**config.mk**
```make
export PLATFORM = sky130hd
export DESIGN_NAME = mmpc_ctrl
export DESIGN_NICKNAME = d
export VERILOG_FILES = /design/src/common/mmpc_pkg.sv /design/src/design/mmpc_pause_det.sv /design/src/design/mmpc_interval.sv /design/src/design/mmpc_ctrl.sv
export SDC_FILE = /design/constraint.sdc
export NUM_CORES = 1
export LEC_CHECK = 0
export ABC_AREA = 1
export BUFFER_PORTS_ARGS = -buffer_cell sky130_fd_sc_hd__buf_2
export CAP_MARGIN = 30
export CORE_MARGIN = 2
export CORE_UTILIZATION = 40
export CTS_CLUSTER_SIZE = 16
export DETAILED_ROUTE_END_ITERATION = 6
export PLACE_DENSITY = 0.7
export SLEW_MARGIN = 20
export SYNTH_ARGS = -nofsm -noshare
export SYNTH_HDL_FRONTEND = slang
export SYNTH_HIERARCHICAL = 1
export SYNTH_SLANG_ARGS = --single-unit
```
**constraint.sdc**
```tcl
create_clock -name clk -period 6.85 [get_ports clk]
set_input_delay 1.0275 -clock clk [delete_from_list [all_inputs] [get_ports clk]]
set_output_delay 1.0275 -clock clk [all_outputs]
set_load 0.03 [all_outputs]
```
**src/common/mmpc_pkg.sv**
```systemverilog
// Shared constants and types for the modem mode and power controller
package mmpc_pkg;

    localparam int unsigned CLK_HZ        = 125_000_000;
    localparam int unsigned CYC_PER_MS    = CLK_HZ / 1000;
    localparam int unsigned CYC_PER_US    = CLK_HZ / 1_000_000;

    // Times in their printed units
    localparam int unsigned FAULT_BLINK_MS = 250;
    localparam int unsigned FAULT_REBOOT_MS = 5000;
    localparam int unsigned WAKE_MIN_US    = 10;
    localparam int unsigned WAKE_OK_MS     = 30;
    localparam int unsigned PAUSE_CAP_MS   = 170;
    localparam int unsigned MARG_ADD_MS    = 60;
    localparam int unsigned OVERLAP_ADD_MS = 100;

    // Derived cycle counts
    localparam int unsigned FAULT_BLINK_CYC = FAULT_BLINK_MS * CYC_PER_MS;
    localparam int unsigned WAKE_OK_CYC     = WAKE_OK_MS * CYC_PER_MS;
    localparam int unsigned PAUSE_CAP_CYC   = PAUSE_CAP_MS * CYC_PER_MS;
    localparam int unsigned WAKE_MIN_CYC    = WAKE_MIN_US * CYC_PER_US;

    localparam int unsigned STUDY_PKTS      = 4;
    localparam int unsigned RESTUDY_CYCLES  = 100;
    localparam int unsigned MARG_DIV_SHIFT  = 3;
    localparam int unsigned FAULT_BLINKS    = FAULT_REBOOT_MS / FAULT_BLINK_MS;

    localparam logic [7:0]  PAUSE_CHR_MIN   = 8'h03;
    localparam logic [7:0]  PAUSE_CHR_MAX   = 8'hFF;
    localparam logic [7:0]  PAUSE_CHR_RST   = 8'h03;
    localparam logic [3:0]  BITS_8N1        = 4'hA;

    localparam int unsigned MS_W            = 16;
    localparam logic [15:0] MS_MAX          = 16'hFFFF;

    typedef enum logic [5:0] {
        MMPC_OFF   = 6'b00_0001,
        MMPC_ON    = 6'b00_0010,
        MMPC_SLEEP = 6'b00_0100,
        MMPC_WAKE  = 6'b00_1000,
        MMPC_FAULT = 6'b01_0000,
        MMPC_BOOT  = 6'b10_0000
    } mmpc_mode_e;

    // Serial-line framing settings
    typedef struct packed {
        logic [15:0] bit_cyc;     // Clock cycles per serial bit
        logic [3:0]  chr_bits;    // Bits per character frame
        logic [7:0]  pause_chr;   // Pause length in characters
    } mmpc_ser_cfg_s;

    // Pause detector results
    typedef struct packed {
        logic pause;              // Line idle long enough (level)
        logic cmd_ok;             // Character after a pause starts here (pulse)
        logic edge_seen;          // Any line transition (pulse)
    } mmpc_pause_s;

endpackage

```
**src/design/mmpc_pause_det.sv**
```systemverilog
// Serial-line pause detector with character-time conversion and time cap
`timescale 1ns/1ps
`default_nettype none
module mmpc_pause_det (
    input  wire logic                   clk,      // System clock
    input  wire logic                   rstn,     // Async reset, active low
    input  wire logic                   clr,      // Clear volatile state
    input  wire logic                   line,     // Host serial transmit line
    input  wire mmpc_pkg::mmpc_ser_cfg_s cfg,     // Framing settings
    output mmpc_pkg::mmpc_pause_s       st        // Pause results
);
    logic        line_r;
    logic [31:0] idle_cnt_r;
    logic        pause_r;
    logic        gap_r;
    logic [7:0]  chr_eff;
    logic [31:0] limit;

    always_comb begin
        chr_eff = cfg.pause_chr;
        if (chr_eff < mmpc_pkg::PAUSE_CHR_MIN) begin
            chr_eff = mmpc_pkg::PAUSE_CHR_MIN;
        end
        limit = 32'(cfg.bit_cyc) * 32'(cfg.chr_bits) * 32'(chr_eff);
        if (limit > 32'(mmpc_pkg::PAUSE_CAP_CYC)) begin
            limit = 32'(mmpc_pkg::PAUSE_CAP_CYC);
        end
    end

    wire logic edge_now = (line ^ line_r);

    always_ff @(posedge clk or negedge rstn) begin
        if (!rstn) begin
            line_r <= 1'b1;
        end else begin
            line_r <= line;
        end
    end

    always_ff @(posedge clk or negedge rstn) begin
        if (!rstn) begin
            idle_cnt_r <= 32'h0000_0000;
            pause_r    <= 1'b0;
        end else if (clr || edge_now) begin
            idle_cnt_r <= 32'h0000_0000;
            pause_r    <= 1'b0;
        end else if (idle_cnt_r < limit) begin
            idle_cnt_r <= idle_cnt_r + 32'h0000_0001;
        end else begin
            pause_r <= 1'b1;
        end
    end

    // Remembers that the last idle gap qualified, until the next edge
    always_ff @(posedge clk or negedge rstn) begin
        if (!rstn) begin
            gap_r <= 1'b0;
        end else if (clr) begin
            gap_r <= 1'b0;
        end else if (edge_now) begin
            gap_r <= 1'b0;
        end else if (pause_r) begin
            gap_r <= 1'b1;
        end
    end

    assign st.pause     = pause_r;
    assign st.cmd_ok    = edge_now & gap_r;
    assign st.edge_seen = edge_now;
endmodule
`default_nettype wire

```
**src/design/mmpc_interval.sv**
```systemverilog
// Power-save interval study and sleep schedule
`timescale 1ns/1ps
`default_nettype none
module mmpc_interval (
    input  wire logic        clk,          // System clock
    input  wire logic        rstn,         // Async reset, active low
    input  wire logic        clr,          // Clear volatile state
    input  wire logic        enable,       // Power save enabled
    input  wire logic        ms_tick,      // One-cycle 1 ms enable
    input  wire logic        pkt_ok,       // Packet received successfully
    input  wire logic [15:0] tx_ms,        // Original message air time
    output logic             rx_on,        // Receiver requested on
    output logic             study_done,   // Interval study complete
    output logic             pkt_lost,     // Expected packet missed (pulse)
    output logic [15:0]      tmin_ms,      // Measured minimum interval
    output logic [15:0]      sleep_ms      // Computed sleep length
);
    logic [15:0] tmin_r;
    logic [15:0] since_r;
    logic [2:0]  nstudy_r;
    logic [6:0]  ncyc_r;
    logic        have_r;
    logic        lost_r;
    logic [15:0] marg;
    logic [15:0] overlap;
    logic [15:0] slp;
    logic [16:0] slot_max;
    logic        done;

    always_comb begin
        marg     = (tmin_r >> mmpc_pkg::MARG_DIV_SHIFT) + 16'(mmpc_pkg::MARG_ADD_MS);
        overlap  = marg + 16'(mmpc_pkg::OVERLAP_ADD_MS);
        slot_max = {1'b0, tmin_r} + {1'b0, overlap};
        if (tmin_r > marg + tx_ms) begin
            slp = tmin_r - marg - tx_ms;
        end else begin
            slp = 16'h0000;
        end
    end

    assign done = (nstudy_r == 3'(mmpc_pkg::STUDY_PKTS));
    wire logic miss = enable && done && ({1'b0, since_r} > slot_max);
    wire logic restart = miss || (ncyc_r == 7'(mmpc_pkg::RESTUDY_CYCLES));

    always_ff @(posedge clk or negedge rstn) begin
        if (!rstn) begin
            since_r <= 16'h0000;
        end else if (clr || !enable || pkt_ok || miss) begin
            since_r <= 16'h0000;
        end else if (ms_tick && since_r != mmpc_pkg::MS_MAX) begin
            since_r <= since_r + 16'h0001;
        end
    end

    // Minimum interval, refreshed on every good packet
    always_ff @(posedge clk or negedge rstn) begin
        if (!rstn) begin
            tmin_r   <= mmpc_pkg::MS_MAX;
            have_r   <= 1'b0;
            nstudy_r <= 3'h0;
        end else if (clr || !enable || restart) begin
            tmin_r   <= mmpc_pkg::MS_MAX;
            have_r   <= 1'b0;
            nstudy_r <= 3'h0;
        end else if (pkt_ok) begin
            have_r <= 1'b1;
            if (have_r && since_r < tmin_r) begin
                tmin_r <= since_r;
            end
            if (!done) begin
                nstudy_r <= nstudy_r + 3'h1;
            end
        end
    end

    always_ff @(posedge clk or negedge rstn) begin
        if (!rstn) begin
            ncyc_r <= 7'h00;
        end else if (clr || !enable || restart || !done) begin
            ncyc_r <= 7'h00;
        end else if (pkt_ok) begin
            ncyc_r <= ncyc_r + 7'h01;
        end
    end

    always_ff @(posedge clk or negedge rstn) begin
        if (!rstn) begin
            lost_r <= 1'b0;
        end else begin
            lost_r <= miss;
        end
    end

    // Sleep from last packet for slp ms, then listen through the slot
    assign rx_on      = !enable || !done || (since_r >= slp);
    assign study_done = done;
    assign pkt_lost   = lost_r;
    assign tmin_ms    = tmin_r;
    assign sleep_ms   = slp;
endmodule
`default_nettype wire

```
**src/design/mmpc_ctrl.sv**
```systemverilog
// Mode and power controller top for the serial radio modem
// Notes on behaviour
// Fault enters recovery: status pin toggles each 250 ms, reboot after 5 s.
// In recovery, radio transmit and receive blocked; fault codes readable.
// Enable input high turns device on; low shuts it down.
// Off state powers down extras and clears all volatile settings.
// Light sleep turns radio off, serial logic stays up watching the line.
// Any level change on host transmit line wakes from light sleep.
// After waking, OK is signalled within about 30 ms.
// Once awake, stay powered until the next sleep command.
// Power save studies four good packets, keeping shortest interval.
// Minimum interval refreshed after every good packet.
// Margin is minimum interval over 8 plus 60 ms.
// Sleep is minimum interval minus margin minus message air time.
// Study restarts after 100 cycles or a missed receive window.
// Window spans minimum minus margin to minimum plus margin plus 100 ms.
// Restart command shuts everything down then reboots; core_pwr_en stays on through the one-cycle boot state.
// Pause is no line transitions for the configured pause length.
// Transmission ends only with empty buffer and a detected pause.
// Configuration command accepted only when a pause precedes it.
// Address start character recognised only after a pause.
// Pause length 3 to 255 characters, default 3.
// Pause time capped at 170 ms.
// Pause characters converted to time from frame bits and bit rate.
// Until study completes, receiver stays on, no sleeping.
`timescale 1ns/1ps
`default_nettype none
module mmpc_ctrl (
    input  wire logic        clk,              // System clock, 125 MHz
    input  wire logic        rstn,             // Async reset, active low
    input  wire logic        module_enable_in, // Host enable level
    input  wire logic        host_serial_tx_line, // Host serial transmit line
    input  wire logic        fault_in,         // Fault detected (pulse)
    input  wire logic [7:0]  fault_code_in,    // Code of detected fault
    input  wire logic        sleep_cmd,        // Light sleep command (pulse)
    input  wire logic        restart_cmd,      // Restart command (pulse)
    input  wire logic        psave_en,         // Power save enable level
    input  wire logic        pkt_ok,           // Good packet received (pulse)
    input  wire logic [15:0] tx_ms,            // Message air time in ms
    input  wire logic        tx_active,        // Radio transmitting level
    input  wire logic        tx_buf_empty,     // Transmit buffer empty
    input  wire logic [15:0] bit_cyc,          // Clock cycles per serial bit
    input  wire logic [3:0]  chr_bits,         // Bits per character
    input  wire logic        pause_wr,         // Write pause length (pulse)
    input  wire logic [7:0]  pause_wdata,      // New pause length
    input  wire logic        config_command,   // Command string started (pulse)
    input  wire logic        addr_chr,         // Address start char seen (pulse)
    output logic [5:0]       mode,             // Current one-hot mode
    output logic             core_pwr_en,      // Non-essential power on
    output logic             radio_pwr_en,     // Radio section powered
    output logic             serial_pwr_en,    // Serial logic powered
    output logic             rx_en,            // Receiver allowed
    output logic             tx_en,            // Transmitter allowed
    output logic             tx_stop,          // End transmission (level)
    output logic             cmd_accept,       // Command accepted (pulse)
    output logic             addr_accept,      // Address start accepted (pulse)
    output logic             ok_resp,          // Send OK after wake (pulse)
    output logic             stat_pin,         // Status indicator
    output logic             fault_valid,      // Fault code readable
    output logic [7:0]       fault_code,       // Stored fault code
    output logic             reboot,           // Processor reboot (pulse)
    output logic [7:0]       pause_chr,        // Current pause length
    output logic             pause_det,        // Pause detected level
    output logic             pkt_lost,         // Expected packet lost (pulse)
    output logic [15:0]      tmin_ms,          // Measured minimum interval
    output logic [15:0]      sleep_ms          // Computed sleep length
);
    mmpc_pkg::mmpc_mode_e    mode_r;
    mmpc_pkg::mmpc_mode_e    mode_nxt;
    mmpc_pkg::mmpc_ser_cfg_s cfg;
    mmpc_pkg::mmpc_pause_s   pst;

    logic [31:0] tmr_r;
    logic [16:0] ms_cnt_r;
    logic        ms_tick;
    logic [4:0]  blink_r;
    logic        stat_r;
    logic [7:0]  pause_chr_r;
    logic [7:0]  fcode_r;
    logic        fvalid_r;
    logic        ok_r;
    logic        reboot_r;
    logic        stop_r;
    logic        cmd_r;
    logic        addr_r;
    logic        study_done;
    logic        ps_rx_on;
    logic        clr;

    wire logic in_off   = (mode_r == mmpc_pkg::MMPC_OFF);
    wire logic in_fault = (mode_r == mmpc_pkg::MMPC_FAULT);
    wire logic in_sleep = (mode_r == mmpc_pkg::MMPC_SLEEP);
    wire logic in_boot  = (mode_r == mmpc_pkg::MMPC_BOOT);

    assign clr = in_off || in_boot;

    // Millisecond enable for the interval logic
    always_ff @(posedge clk or negedge rstn) begin
        if (!rstn) begin
            ms_cnt_r <= 17'h0_0000;
        end else if (ms_cnt_r == 17'(mmpc_pkg::CYC_PER_MS - 1)) begin
            ms_cnt_r <= 17'h0_0000;
        end else begin
            ms_cnt_r <= ms_cnt_r + 17'h0_0001;
        end
    end
    assign ms_tick = (ms_cnt_r == 17'(mmpc_pkg::CYC_PER_MS - 1));

    always_comb begin
        mode_nxt = mode_r;
        case (mode_r)
            mmpc_pkg::MMPC_OFF: begin
                if (module_enable_in) begin
                    mode_nxt = mmpc_pkg::MMPC_ON;
                end
            end
            mmpc_pkg::MMPC_ON: begin
                if (fault_in) begin
                    mode_nxt = mmpc_pkg::MMPC_FAULT;
                end else if (restart_cmd) begin
                    mode_nxt = mmpc_pkg::MMPC_BOOT;
                end else if (sleep_cmd) begin
                    mode_nxt = mmpc_pkg::MMPC_SLEEP;
                end
            end
            mmpc_pkg::MMPC_SLEEP: begin
                if (pst.edge_seen) begin
                    mode_nxt = mmpc_pkg::MMPC_WAKE;
                end
            end
            mmpc_pkg::MMPC_WAKE: begin
                if (tmr_r == 32'(mmpc_pkg::WAKE_OK_CYC - 1)) begin
                    mode_nxt = mmpc_pkg::MMPC_ON;
                end
            end
            mmpc_pkg::MMPC_FAULT: begin
                if (blink_r == 5'(mmpc_pkg::FAULT_BLINKS - 1) &&
                    tmr_r == 32'(mmpc_pkg::FAULT_BLINK_CYC - 1)) begin
                    mode_nxt = mmpc_pkg::MMPC_BOOT;
                end
            end
            mmpc_pkg::MMPC_BOOT: begin
                mode_nxt = mmpc_pkg::MMPC_ON;
            end
            default: begin
                mode_nxt = mmpc_pkg::MMPC_OFF;
            end
        endcase
        if (!module_enable_in) begin
            mode_nxt = mmpc_pkg::MMPC_OFF;
        end
    end

    always_ff @(posedge clk or negedge rstn) begin
        if (!rstn) begin
            mode_r <= mmpc_pkg::MMPC_OFF;
        end else begin
            mode_r <= mode_nxt;
        end
    end

    // Mode timer, restarted on every mode change
    always_ff @(posedge clk or negedge rstn) begin
        if (!rstn) begin
            tmr_r   <= 32'h0000_0000;
            blink_r <= 5'h00;
        end else if (mode_nxt != mode_r) begin
            tmr_r   <= 32'h0000_0000;
            blink_r <= 5'h00;
        end else if (tmr_r == 32'(mmpc_pkg::FAULT_BLINK_CYC - 1) && in_fault) begin
            tmr_r   <= 32'h0000_0000;
            blink_r <= blink_r + 5'h01;
        end else begin
            tmr_r <= tmr_r + 32'h0000_0001;
        end
    end

    always_ff @(posedge clk or negedge rstn) begin
        if (!rstn) begin
            stat_r <= 1'b0;
        end else if (!in_fault) begin
            stat_r <= 1'b0;
        end else if (tmr_r == 32'(mmpc_pkg::FAULT_BLINK_CYC - 1)) begin
            stat_r <= ~stat_r;
        end
    end

    always_ff @(posedge clk or negedge rstn) begin
        if (!rstn) begin
            fcode_r  <= 8'h00;
            fvalid_r <= 1'b0;
        end else if (in_off) begin
            fcode_r  <= 8'h00;
            fvalid_r <= 1'b0;
        end else if (fault_in && mode_r == mmpc_pkg::MMPC_ON) begin
            fcode_r  <= fault_code_in;
            fvalid_r <= 1'b1;
        end
    end

    always_ff @(posedge clk or negedge rstn) begin
        if (!rstn) begin
            pause_chr_r <= mmpc_pkg::PAUSE_CHR_RST;
        end else if (in_off) begin
            pause_chr_r <= mmpc_pkg::PAUSE_CHR_RST;
        end else if (pause_wr && pause_wdata >= mmpc_pkg::PAUSE_CHR_MIN) begin
            pause_chr_r <= pause_wdata;
        end
    end

    always_comb begin
        cfg.bit_cyc   = bit_cyc;
        cfg.chr_bits  = (chr_bits == 4'h0) ? mmpc_pkg::BITS_8N1 : chr_bits;
        cfg.pause_chr = pause_chr_r;
    end

    mmpc_pause_det u_pause (
        .clk  (clk),
        .rstn (rstn),
        .clr  (clr),
        .line (host_serial_tx_line),
        .cfg  (cfg),
        .st   (pst)
    );

    mmpc_interval u_intv (
        .clk        (clk),
        .rstn       (rstn),
        .clr        (clr),
        .enable     (psave_en && mode_r == mmpc_pkg::MMPC_ON),
        .ms_tick    (ms_tick),
        .pkt_ok     (pkt_ok),
        .tx_ms      (tx_ms),
        .rx_on      (ps_rx_on),
        .study_done (study_done),
        .pkt_lost   (pkt_lost),
        .tmin_ms    (tmin_ms),
        .sleep_ms   (sleep_ms)
    );

    // Event outputs registered
    always_ff @(posedge clk or negedge rstn) begin
        if (!rstn) begin
            ok_r     <= 1'b0;
            reboot_r <= 1'b0;
            stop_r   <= 1'b0;
            cmd_r    <= 1'b0;
            addr_r   <= 1'b0;
        end else begin
            ok_r     <= (mode_r == mmpc_pkg::MMPC_WAKE) &&
                        (mode_nxt == mmpc_pkg::MMPC_ON);
            reboot_r <= in_boot;
            stop_r   <= tx_active && tx_buf_empty && pst.pause;
            cmd_r    <= config_command && pst.cmd_ok && !in_fault;
            addr_r   <= addr_chr && pst.cmd_ok;
        end
    end

    assign mode          = mode_r;
    assign core_pwr_en   = !in_off;
    assign radio_pwr_en  = (mode_r == mmpc_pkg::MMPC_ON) ||
                           (mode_r == mmpc_pkg::MMPC_WAKE);
    assign serial_pwr_en = !in_off && !in_boot;
    assign rx_en         = (mode_r == mmpc_pkg::MMPC_ON) && ps_rx_on;
    assign tx_en         = (mode_r == mmpc_pkg::MMPC_ON);
    assign tx_stop       = stop_r;
    assign cmd_accept    = cmd_r;
    assign addr_accept   = addr_r;
    assign ok_resp       = ok_r;
    assign stat_pin      = stat_r;
    assign fault_valid   = fvalid_r && in_fault;
    assign fault_code    = fcode_r;
    assign reboot        = reboot_r;
    assign pause_chr     = pause_chr_r;
    assign pause_det     = pst.pause;
    // Keep the unused study flag tied to a dummy wire
    wire logic unused_ok = study_done;
endmodule
`default_nettype wire

```
Word-level counts from Yosys, hierarchy flattened
Cells that the tools add are included.
{"block": "word_totals", "regBits": 162, "latchBits": 0, "mem_bits_rw": 0, "rom_bits": 0, "in_bits": 66, "wordCells": 158, "mem_count": 0}
{"block": "classes", "n_addsub": 13, "multipliers": 2, "n_div": 0, "order_cmp": 8, "n_eq_ne": 18, "n_shift": 0, "mux": 44, "bitwise_logic": 3, "reduce_logical": 47}
{"operator": "two-way mux 32 bit", "count": 4}
{"operator": "two-way mux 16 bit", "count": 6}
{"operator": "adder 32 x 1 -> 32 bit, second input constant", "count": 2}
{"operator": "two-way mux 6 bit", "count": 7}
{"operator": "two-way mux 8 bit", "count": 5}
{"operator": "equality test 32 x 22 -> 1 bit, second input constant", "count": 1}
{"operator": "equality test 32 x 25 -> 1 bit, second input constant", "count": 1}
{"operator": "< comparator 32 bit", "count": 1}
{"operator": "subtractor 16 bit", "count": 2}
{"operator": "one-hot mux 6 bit (5 select lines)", "count": 1}
{"operator": "> comparator 28 x 25 -> 1 bit, second input constant", "count": 1}
{"operator": "multiplier 20 x 8 -> 28 bit", "count": 1}
{"operator": "two-way mux 28 bit", "count": 1}
{"operator": "multiplier 16 x 4 -> 20 bit", "count": 1}
{"operator": "logical AND 1 bit", "count": 18}
{"operator": "adder 16 x 16 -> 17 bit", "count": 1}
{"operator": "adder 17 x 1 -> 17 bit, second input constant", "count": 1}
{"operator": "equality test 17 bit, second input constant", "count": 1}
{"operator": "> comparator 16 x 17 -> 1 bit", "count": 1}
{"operator": "two-way mux 17 bit", "count": 1}
{"operator": "adder 16 x 1 -> 16 bit, second input constant", "count": 1}
{"operator": "adder 16 bit", "count": 1}
{"operator": "adder 16 x 7 -> 16 bit, second input constant", "count": 1}
{"operator": ">= comparator 16 bit", "count": 1}
{"operator": "other kinds (36)", "count": 74}

Depth between registers and ports, before layout
Gate-level depths: netlist of run 1.
{"block": "logic_depth", "word_depth": 9, "mapped_depth": 66}

By module
Netlist of run 1, hierarchy kept.
{"mod": "mmpc_pause_det", "instances": 1, "cells_per_inst": 1527, "area_each_um2": 10298.6, "seq_area_each_um2": 877.1}
{"mod": "mmpc_interval", "instances": 1, "cells_per_inst": 964, "area_each_um2": 7030.5, "seq_area_each_um2": 1121.1}
{"mod": "mmpc_ctrl", "instances": 1, "cells_per_inst": 621, "area_each_um2": 4722.0, "seq_area_each_um2": 2080.7}

Worst setup path before layout of run 1
OpenSTA, ideal clock, no wires.
{"block": "synth_timing", "path_kind": "input to register", "startpoint": "input port chr_bits[0]", "endpoint": "register u_pause.idle_cnt_r[24]", "setup_ns": 0.066, "arrival_ns": 10.933, "required_ns": 6.784, "path_slack_ns": -4.150, "path_stages": 60, "cell_sequence": "nor2_1 > nand3_1 > nand2_1 > clkbuf_1 > clkbuf_1 > nand2_1 > fa_1 > inv_1 > fa_1 > fa_1 > nand3_1 > nand2_1 > a21oi_1 > o21ai_0 > a21o_1 > a21oi_1 > nor2_1 > o21ai_0 > [... 24 more ...] > nand3_1 > nand3_1 > nand2_2 > inv_1 > clkbuf_1 > nor2_1 > ha_1 > nand2_1 > o21ai_0 > nand3_1 > nand2_1 > nand2_1 > a21oi_1 > nor3_1 > clkbuf_1 > buf_1 > nand4_1 > nand2_1"}
{"element": "start, declared", "line": "mmpc_ctrl.sv:43", "source": "input wire logic [3:0] chr_bits,"}
{"element": "end signal, assigned", "line": "mmpc_pause_det.sv:48", "source": "idle_cnt_r <= idle_cnt_r + 32'h0000_0001;"}
{"element": "end, declared", "line": "mmpc_pause_det.sv:13", "source": "logic [31:0] idle_cnt_r;"}

==> results_dict.tcl, run 1 <==
set metrics [dict create \
    syn_area_per_cell_um2 7.086 \
    final_cells 4191 \
    drtPass1Iterations 5 \
    grt_pass1_wl_um 97360 \
    ys_ff_latch 162 \
    yosysSeqAreaShare 0.1850 \
    place.gp.congestion 0.9501 \
    drt_iter0_drc 1186 \
    final-setup-viol-count 33 \
    wl_per_cell_um 13.88 \
    numCtsBuffers 17 \
    cp_slowest_cell "fa_1" \
    arrival_ps 10140 \
    crit_type "input port to register" \
    clk_latency_ps 460 \
    row_count 86 \
    synth_edf_count 0 \
    cts_sinks 162 \
    fin_crit_ps 9781 \
    h-tree-depth 4 \
    routed_wirelength_um 58170 \
    clk_pin_slew_ps 70 \
    num_vias 20680 \
    setup_tns_ps -95720 \
    ir_worst_vdd_uv 857.9 \
    worst_slew_pin_slew_ps 803.4 \
    async_reset_ff_frac 1.000 \
    clk_path_buf_depth 2 \
    drc 0 \
    grt_pass1_vias 20260 \
    grt_setup_unrepaired "true" \
    grt_overflow 0 \
    max_freq_ghz 0.1022 \
    yosys-top-cells-area "dfrtp_1 16%, fa_1 14%, ha_1 13%, nand2_1 12%, inv_1 10%" \
    startpoint_type "input port" \
    io_buffers 133 \
    p_leak_nw 14.96 \
    dieArea_um2 57020 \
    grt_max_degree 86 \
    p_per_area_nw_per_um2 549.4 \
    end_kind "register" \
    syn2layout_area_growth_pct 22.91 \
    finalMaxSlewViolations 0 \
    layout-drive-gt1-share 0.2265 \
    hold_viol_final 0 \
    dp_cells 4120 \
    final_nets 3920 \
    yosys_warnings 6 \
    io_pins 134 \
    netlist_instances 3112 \
    run_status "complete, but fails checks" \
    period_share 1.428 \
    synth_top_area_frac 0.1611 \
    cts-root-buf "clkbuf_16" \
    synth_top_cell_by_area "dfrtp_1" \
    n_fill_cell 5248 \
    ys.flop_type "dfrtp_1" \
    die_w_um 238.8 \
    via_per_inst 4.934 \
    wl_met1_um 27200 \
    p_total_mw 14.89 \
    cpPeakStageDelay_ps 560 \
    grt_usage 0.2059 \
    dieHeight_um 238.8 \
    cp_data_required_time_ps 7210 \
    start_util 0.4026 \
    slew_headroom 0.4644 \
    yosys-top-cells-count "720 x nand2_1, 585 x inv_1, 339 x nor2_1" \
    maxUsedRoutingLayer "met5" \
    fin_ws_ps -2931 \
    path_max_fanout 8 \
    synth.most_common_cell "nand2_1" \
    ys_types 63 \
    hold_class "register to register" \
    route.met2.wl_um 27240 \
    wl_met3_um 2965 \
    post-route-util 0.4949 \
    core_area_um2 54770 \
    place_area_um2 25340 \
    grt_antenna_before_repair 3 \
    ctsHoldBuffers 0 \
    cts_tree "yes" \
    design_area_um2 27100 \
    finClkSkew_ps 35.72 \
    violations "negative setup slack" \
    ant_nets 0 \
    drv_cap 0 \
    syn_area_um2 22050 \
    place_hpwl_um 46380 \
]
## final cells by class
class / count / area, um2 / share of cell area
tap: 704 / 880.8 / 0.03250
clock inverter: 15 / 163.9 / 0.006047
sequential: 162 / 4079 / 0.1505
multi-input combinational: 2279 / 16380 / 0.6044
timing repair buffer: 397 / 2839 / 0.1047
timing repair inverter: 1 / 7.507 / 0.0002770
antenna: 3 / 7.507 / 0.0002770
clock buffer: 17 / 425.4 / 0.01570
inverter: 613 / 2318 / 0.08554
## flip-flops by register name, summed over array words and instances, names as in the netlist
signal and flops:
u_intv/nstudy_r 3, u_intv/have_r 1, u_intv/tmin_ms 16, u_intv/since_r 16, addr_accept 1, u_pause/gap_r 1, u_pause/idle_cnt_r 32, fault_code 8
mode 6, stat_pin 1, reboot 1, ms_cnt_r 17, cmd_accept 1, blink_r 5, u_pause/pause_r 1, pause_chr 8
tmr_r 32, fvalid_r 1, ok_resp 1, tx_stop 1, u_pause/line_r 1, u_intv/pkt_lost 1, u_intv/ncyc_r 7
## stage by stage
step | hold WS (ps) | worst slack (ps)
floorplan | 432.9 | -3005
global placement | 451.1 | -3555
detailed placement | 456.5 | -3659
CTS | 466.8 | -2820
global route | 499.9 | -3410
finish | 461.5 | -2931
## repair_timing
action / in CTS / in global routing
gates cloned: 5 / 0
buffers inserted: 22 / 11
setup endpoints to repair: 34 / 34
pin swaps: 57 / 80
gates resized for setup: 93 / 106
endpoints found under the hold margin: 0 / 0
## report_power, final
part | total, mW | internal [mW] | switching [mW] | leakage [nW]
clock | 0.950 | 0.488 | 0.462 | 0.282
combinational | 12.9 | 5.70 | 7.25 | 12.5
sequential | 0.995 | 0.978 | 0.0170 | 2.17
## path summary, 6_finish.rpt
kind | slack (ps) | cells past startpoint | to | start
worst min register to register | 460 | 1 | ms_cnt_r[0] | ms_cnt_r[0]
worst min-delay path | 460 | 1 | ms_cnt_r[0] | ms_cnt_r[0]
max in group asynchronous | 4840 | 3 | pause_chr[0] | rstn
worst max-delay path | -2930 | 56 | u_pause/pause_r | chr_bits[0]
min in group asynchronous | 650 | 1 | cmd_accept | rstn
worst max register to register | 140 | 44 | u_pause/pause_r | pause_chr[4]
## worst max-delay path, delay by kind of cell
family,cells,cell delay [ps]
adders and majority gates,9,3970
and+or+nand+nor,26,2450
AOI/OAI and AO/OA,11,1490
buffers and inverters,9,950
xor gates and xnor gates,1,240
## layer usage
| layer | vias to the layer above | global-route usage |
|---|---|---|
| met5 | - | 0 |
| met4 | 6 | 0.03390 |
| met3 | 66 | 0.03118 |
| met2 | 430 | 0.3441 |
| met1 | 9770 | 0.2857 |
| li1 | 10410 | - |
## cells in the final DEF (no fill, tap or decap), types with 5 or more instances in the layout
cell type,count
a211oi_1,5
a21o_1,5
a21oi_1,103
a21oi_2,23
a31oi_1,5
buf_2,129
buf_4,245
buf_6,13
clkbuf_16,17
clkinv_1,7
dfrtp_1,142
dfstp_2,20
fa_1,147
ha_1,206
ha_4,22
inv_1,570
inv_2,30
inv_4,5
inv_8,5
nand2_1,677
nand2_2,50
nand2_4,18
nand2b_4,16
nand3_1,175
nand3_2,14
nand3b_1,12
nand4_1,80
nor2_1,302
nor2_2,62
nor2_4,30
nor3_1,44
nor4_1,13
o21ai_0,36
o21ai_1,9
o21bai_1,5
or2_2,16
xnor2_1,37
xor2_1,84
xor2_2,7
## logic make-up after synthesis
kind of cell    Yosys count  share of synthesized area
buf+inv                 673                     0.1204
compound gates          226                    0.05776
simple gates           1531                     0.3140
other cells               2                  0.0003406
fa+ha+maj               383                     0.2687
flops                   162                     0.1850
mux                       3                   0.001362
xor+xnor                132                    0.05243
Power figures use the tool's default switching activity.
==> inputs of run 2 (changes only) <==
--- a/config.mk
+++ b/config.mk
@@ -9,10 +9,10 @@
 export BUFFER_PORTS_ARGS = -buffer_cell sky130_fd_sc_hd__buf_2
 export CAP_MARGIN = 30
 export CORE_MARGIN = 2
-export CORE_UTILIZATION = 40
+export CORE_UTILIZATION = 45
 export CTS_CLUSTER_SIZE = 16
 export DETAILED_ROUTE_END_ITERATION = 6
-export PLACE_DENSITY = 0.7
+export PLACE_DENSITY = 0.76
 export SLEW_MARGIN = 20
 export SYNTH_ARGS = -nofsm -noshare
 export SYNTH_HDL_FRONTEND = slang
==> results_dict.tcl, run 2 (same netlist as run 1, synthesis figures left out) <==
set metrics [dict create \
    drtPass1Iterations 6 \
    dieHeight_um 225.4 \
    final-setup-viol-count 33 \
    cp_data_required_time_ps 7210 \
    cpPeakStageDelay_ps 580 \
    drt_iter0_drc 1435 \
    ir_worst_vdd_uv 696.6 \
    end_kind "register" \
    syn2layout_area_growth_pct 22.95 \
    worst_slew_pin_slew_ps 786.8 \
    wl_per_cell_um 14.40 \
    numCtsBuffers 17 \
    ant_nets 0 \
    arrival_ps 10180 \
    fin_crit_ps 9823 \
    design_area_um2 27110 \
    max_freq_ghz 0.1018 \
    cts-root-buf "clkbuf_16" \
    multi_input_area_um2 16530 \
    startpoint_type "input port" \
    io_pins 134 \
    final_nets 3911 \
    place_hpwl_um 45980 \
    grt_pass1_vias 20470 \
    p_total_mw 15.46 \
    clk_path_buf_depth 2 \
    p_per_area_nw_per_um2 570.1 \
    finClkSkew_ps 15.56 \
    layout-drive-gt1-share 0.2265 \
    clk_pin_slew_ps 70 \
    dieArea_um2 50790 \
    violations "negative setup slack" \
    run_status "complete, but fails checks" \
    slew_headroom 0.4755 \
    final_cells 4098 \
    grt_usage 0.2314 \
    pre_cts_ws_ps -3489 \
    place.gp.congestion 0.9443 \
    h-tree-depth 4 \
    via_per_inst 5.125 \
    place_area_um2 25200 \
    grt_overflow 0 \
    row_count 81 \
    core_area_um2 48650 \
    cp.depth 56 \
    path_max_fanout 8 \
    hold_viol_final 0 \
    grt_setup_unrepaired "true" \
    num_vias 21000 \
    grt_antenna_before_repair 4 \
    crit_family "adder cells" \
    fin_ws_ps -2973 \
    cp_slowest_cell "fa_1" \
    n_fill_cell 4368 \
    routed_wirelength_um 58990 \
    io_buffers 133 \
    ctsHoldBuffers 0 \
    critical_path_buf_inv_count 8 \
    period_share 1.434 \
    grt_pass1_wl_um 96910 \
    worstRegToRegCells 39 \
    cts_tree "yes" \
    die_w_um 225.4 \
    dp_cells 4028 \
    hold_class "register to register" \
    critPathMostFrequentCell "nand2_1" \
    drv_cap 0 \
    drc 0 \
    grt_max_degree 84 \
    final_common_cell "nand2_1" \
    reg_top3 "tmr_r (32), u_pause/idle_cnt_r (32), ms_cnt_r (17)" \
    register_area_um2 4079 \
    crit_type "input port to register" \
    most-common-layout-cells "677 x nand2_1, 568 x inv_1, 306 x nor2_1" \
    min_path_cells 1 \
    start_util 0.4533 \
    clk_latency_ps 430 \
    cts_sinks 162 \
    p_leak_nw 14.95 \
    finalMaxSlewViolations 0 \
]
-- run 2: cell types whose count changed in the layout (fill, tap and decap cells not counted), sizes merged --
cell	before	now
clkinv	14	9
diode	3	1
inv	612	613
buf	397	386
clkbuf	17	20
clkinvlp	3	5
bufinv	0	1
-- run 2: timing repair --
item,4_1_cts,5_1_grt
cloned,1,3
gates resized for setup,76,144
buffers inserted,18,15
pin swaps,30,60
endpoints found under the setup margin,34,34
-- run 2: worst paths after layout --
path / start / endpoint / slack [ps]
max: chr_bits[0] / u_pause/idle_cnt_r[17] / -2970
min in group asynchronous: rstn / fault_code[1] / 620
max reg2reg: pause_chr[5] / u_pause/idle_cnt_r[17] / 80
max in group asynchronous: rstn / u_intv/tmin_ms[6] / 4850
min: ms_cnt_r[0] / ms_cnt_r[0] / 470
min reg2reg: ms_cnt_r[0] / ms_cnt_r[0] / 470
-- run 2: metal layers --
layer	vias up	routed length, um	track usage
met4	2	1054	0.05020
met1	9943	26470	0.3138
met3	74	3561	0.03364
li1	10370	-	-
met2	618	27900	0.3915
met5	-	7	0
-- run 2: final cells by class --
| type | instances | area share |
|---|---|---|
| multi-input combinational | 2279 | 0.6097 |
| sequential | 162 | 0.1505 |
| timing repair buffer | 389 | 0.1037 |
| inverter | 613 | 0.08552 |
| tap | 622 | 0.02871 |
| clock buffer | 17 | 0.01569 |
| clock inverter | 15 | 0.006138 |
| antenna | 1 | 0.00009230 |
-- run 2: power by group --
group	switching [mW]	total (mW)	internal [mW]	leakage, nW
clock network	0.454	0.974	0.519	0.275
logic	7.60	13.5	5.88	12.5
registers	0.0194	0.997	0.978	2.17
-- run 2: per-stage QoR --
stage	TNS [ps]	hold slack [ps]	utilization
finish	-96880	469.8	0.5573
CTS	-89140	470.7	0.5397
global route	-110950	498.0	0.5573
detailed placement	-114610	460.8	0.5180
floorplan	-98630	432.9	-
global placement	-109970	445.4	0.5170
==> inputs of run 3 (changes only) <==
--- a/config.mk
+++ b/config.mk
@@ -5,7 +5,7 @@
 export SDC_FILE = /design/constraint.sdc
 export NUM_CORES = 1
 export LEC_CHECK = 0
-export ABC_AREA = 1
+export ABC_AREA = 0
 export BUFFER_PORTS_ARGS = -buffer_cell sky130_fd_sc_hd__buf_2
 export CAP_MARGIN = 30
 export CORE_MARGIN = 2
==> results_dict.tcl, run 3 <==
set metrics [dict create \
    syn_area_per_cell_um2 8.589 \
    startpoint_type "input port" \
    cts_sinks 162 \
    hold_class "register to register" \
    io_pins 134 \
    wl_met1_um 24830 \
    io_buffers 133 \
    grt_usage 0.2448 \
    most-common-layout-cells "352 x buf_4, 244 x inv_1, 213 x ha_1" \
    path_max_fanout 8 \
    synth.most_common_cell "inv_1" \
    yosys-top-cells-area "dfrtp_1 17%, fa_1 14%, ha_1 14%, and2_1 5.0%, inv_1 4.5%" \
    grt_overflow 0 \
    synth_top_family_by_area "adder cells" \
    synth_adder_area_share 0.2804 \
    drc 0 \
    ys.flop_type "dfrtp_1" \
    via_per_inst 5.640 \
    period_share 1.685 \
    arrival_ps 11900 \
    ys_ff_latch 162 \
    cpPeakStageDelay_ps 570 \
    yosysSeqAreaShare 0.1930 \
    synth-simple-area-share 0.2419 \
    run_status "complete, but fails checks" \
    finClkSkew_ps 13.68 \
    synth_compound_area_frac 0.1412 \
    place_hpwl_um 46260 \
    yosys_warnings 6 \
    slew_headroom 0.4161 \
    cp_slowest_cell "fa_2" \
    setup_tns_ps -150960 \
    final_common_cell "buf_4" \
    wl_met3_um 2552 \
    grt_antenna_before_repair 0 \
    ant_nets 0 \
    final-setup-viol-count 34 \
    num_vias 19790 \
    grt_pass1_wl_um 97590 \
    die_w_um 220.7 \
    clk_pin_slew_ps 70 \
    dieHeight_um 220.7 \
    fin_crit_ps 11540 \
    place.gp.congestion 0.9282 \
    worst_slew_pin_slew_ps 866.4 \
    yosys-top-cells-count "251 x inv_1, 232 x ha_1, 206 x nand2_1" \
    synth_top_area_frac 0.1681 \
    drtPass1Iterations 5 \
    crit_type "input port to register" \
    drt_iter0_drc 1291 \
    maxUsedRoutingLayer "met4" \
    critical_path_buf_inv_count 9 \
    synth_xor_area_frac 0.06837 \
    route.met2.wl_um 30230 \
    core_area_um2 46460 \
    ys_types 87 \
    clk_latency_ps 440 \
    synth_top_cell_by_area "dfrtp_1" \
    ctsHoldBuffers 0 \
    syn_area_um2 21140 \
    end_kind "register" \
    reg_top3 "tmr_r (32), u_pause/idle_cnt_r (32), ms_cnt_r (17)" \
    n_fill_cell 3960 \
    netlist_instances 2461 \
    cp_data_required_time_ps 7210 \
    wl_per_cell_um 16.84 \
    routed_wirelength_um 59090 \
    row_count 79 \
    violations "negative setup slack" \
    max_freq_ghz 0.08665 \
    synth_edf_count 0 \
    cts_tree "yes" \
    finalMaxSlewViolations 0 \
    syn2layout_area_growth_pct 25.63 \
    numCtsBuffers 17 \
    dieArea_um2 48720 \
    hold_viol_final 0 \
    fin_ws_ps -4691 \
    crit_family "adder cells" \
    layout-drive-gt1-share 0.2541 \
    r2r_slack_ps -1820 \
    start_util 0.4550 \
    synth_mux_area_frac 0.007044 \
    grt_setup_unrepaired "true" \
    clk_path_buf_depth 2 \
    final_nets 3337 \
    grt_max_degree 85 \
    drv_cap 0 \
    diodes 0 \
    async_reset_ff_frac 1.000 \
    cts-root-buf "clkbuf_16" \
    h-tree-depth 4 \
    grt_pass1_vias 20170 \
]
run 3: cell families after synthesis:
logic type | Yosys count
flip-flops | 162
XOR/XNOR | 165
AND/OR/NAND/NOR | 951
other | 2
buffers and inverters | 349
multiplexers | 13
adder cells (fa/ha/maj) | 383
AO/OA/AOI/OAI | 436
run 3: routing by layer:
metal	GRT usage	up-vias
met3	0.02639	114
met1	0.3102	9745
met5	0	-
li1	-	9366
met4	0.07244	0
met2	0.4384	561
run 3: what timing repair did:
action / 4_1_cts / 5_1_grt
buffers inserted: 33 / 12
gates cloned: 2 / 0
setup endpoints to repair: 34 / 40
gates resized for setup: 69 / 56
pin swaps: 78 / 50
run 3: path summary, 6_finish.rpt:
path,from,end,cells after the start
max,chr_bits[0],u_pause/idle_cnt_r[8],50
min,fvalid_r,fvalid_r,1
max reg2reg,pause_chr[7],u_pause/idle_cnt_r[8],35
min reg2reg,fvalid_r,fvalid_r,1
max in group asynchronous,rstn,pause_chr[0],3
min in group asynchronous,rstn,u_intv/pkt_lost,1
run 3: layout make-up:
class	count	area (um2)	area share
clock buffers	20	446.7	0.01682
clock inverters	12	145.1	0.005466
inverters	252	949.7	0.03576
multi-input cells	1952	16540	0.6228
flip-flops and latches	162	4079	0.1536
well taps	607	759.5	0.02860
repair buffers	503	3637	0.1370
run 3: worst register-to-register path: cells and delay by family (launching register included):
family,cells,cell delay (ps)
flops,1,450
buf+inv,7,1170
simple gates,10,2300
fa+ha+maj,5,2030
compound gates,12,2500
xor+xnor,1,170
run 3: per-stage QoR:
stage	worst slack, ps	instance area (um2)	hold WS (ps)	std cells	utilization
floorplan	-4774	21590	441.4	2463	-
global placement	-4952	24920	450.6	3426	0.5365
detailed placement	-5193	24980	459.2	3428	0.5377
CTS	-4535	26170	474.5	3495	0.5633
global route	-5099	26550	485.2	3508	0.5716
finish	-4691	26550	470.1	3508	0.5716
Power of run 3 is not shown: default switching activity piles up to over one toggle a cycle in this logic, so the estimate is an artifact.
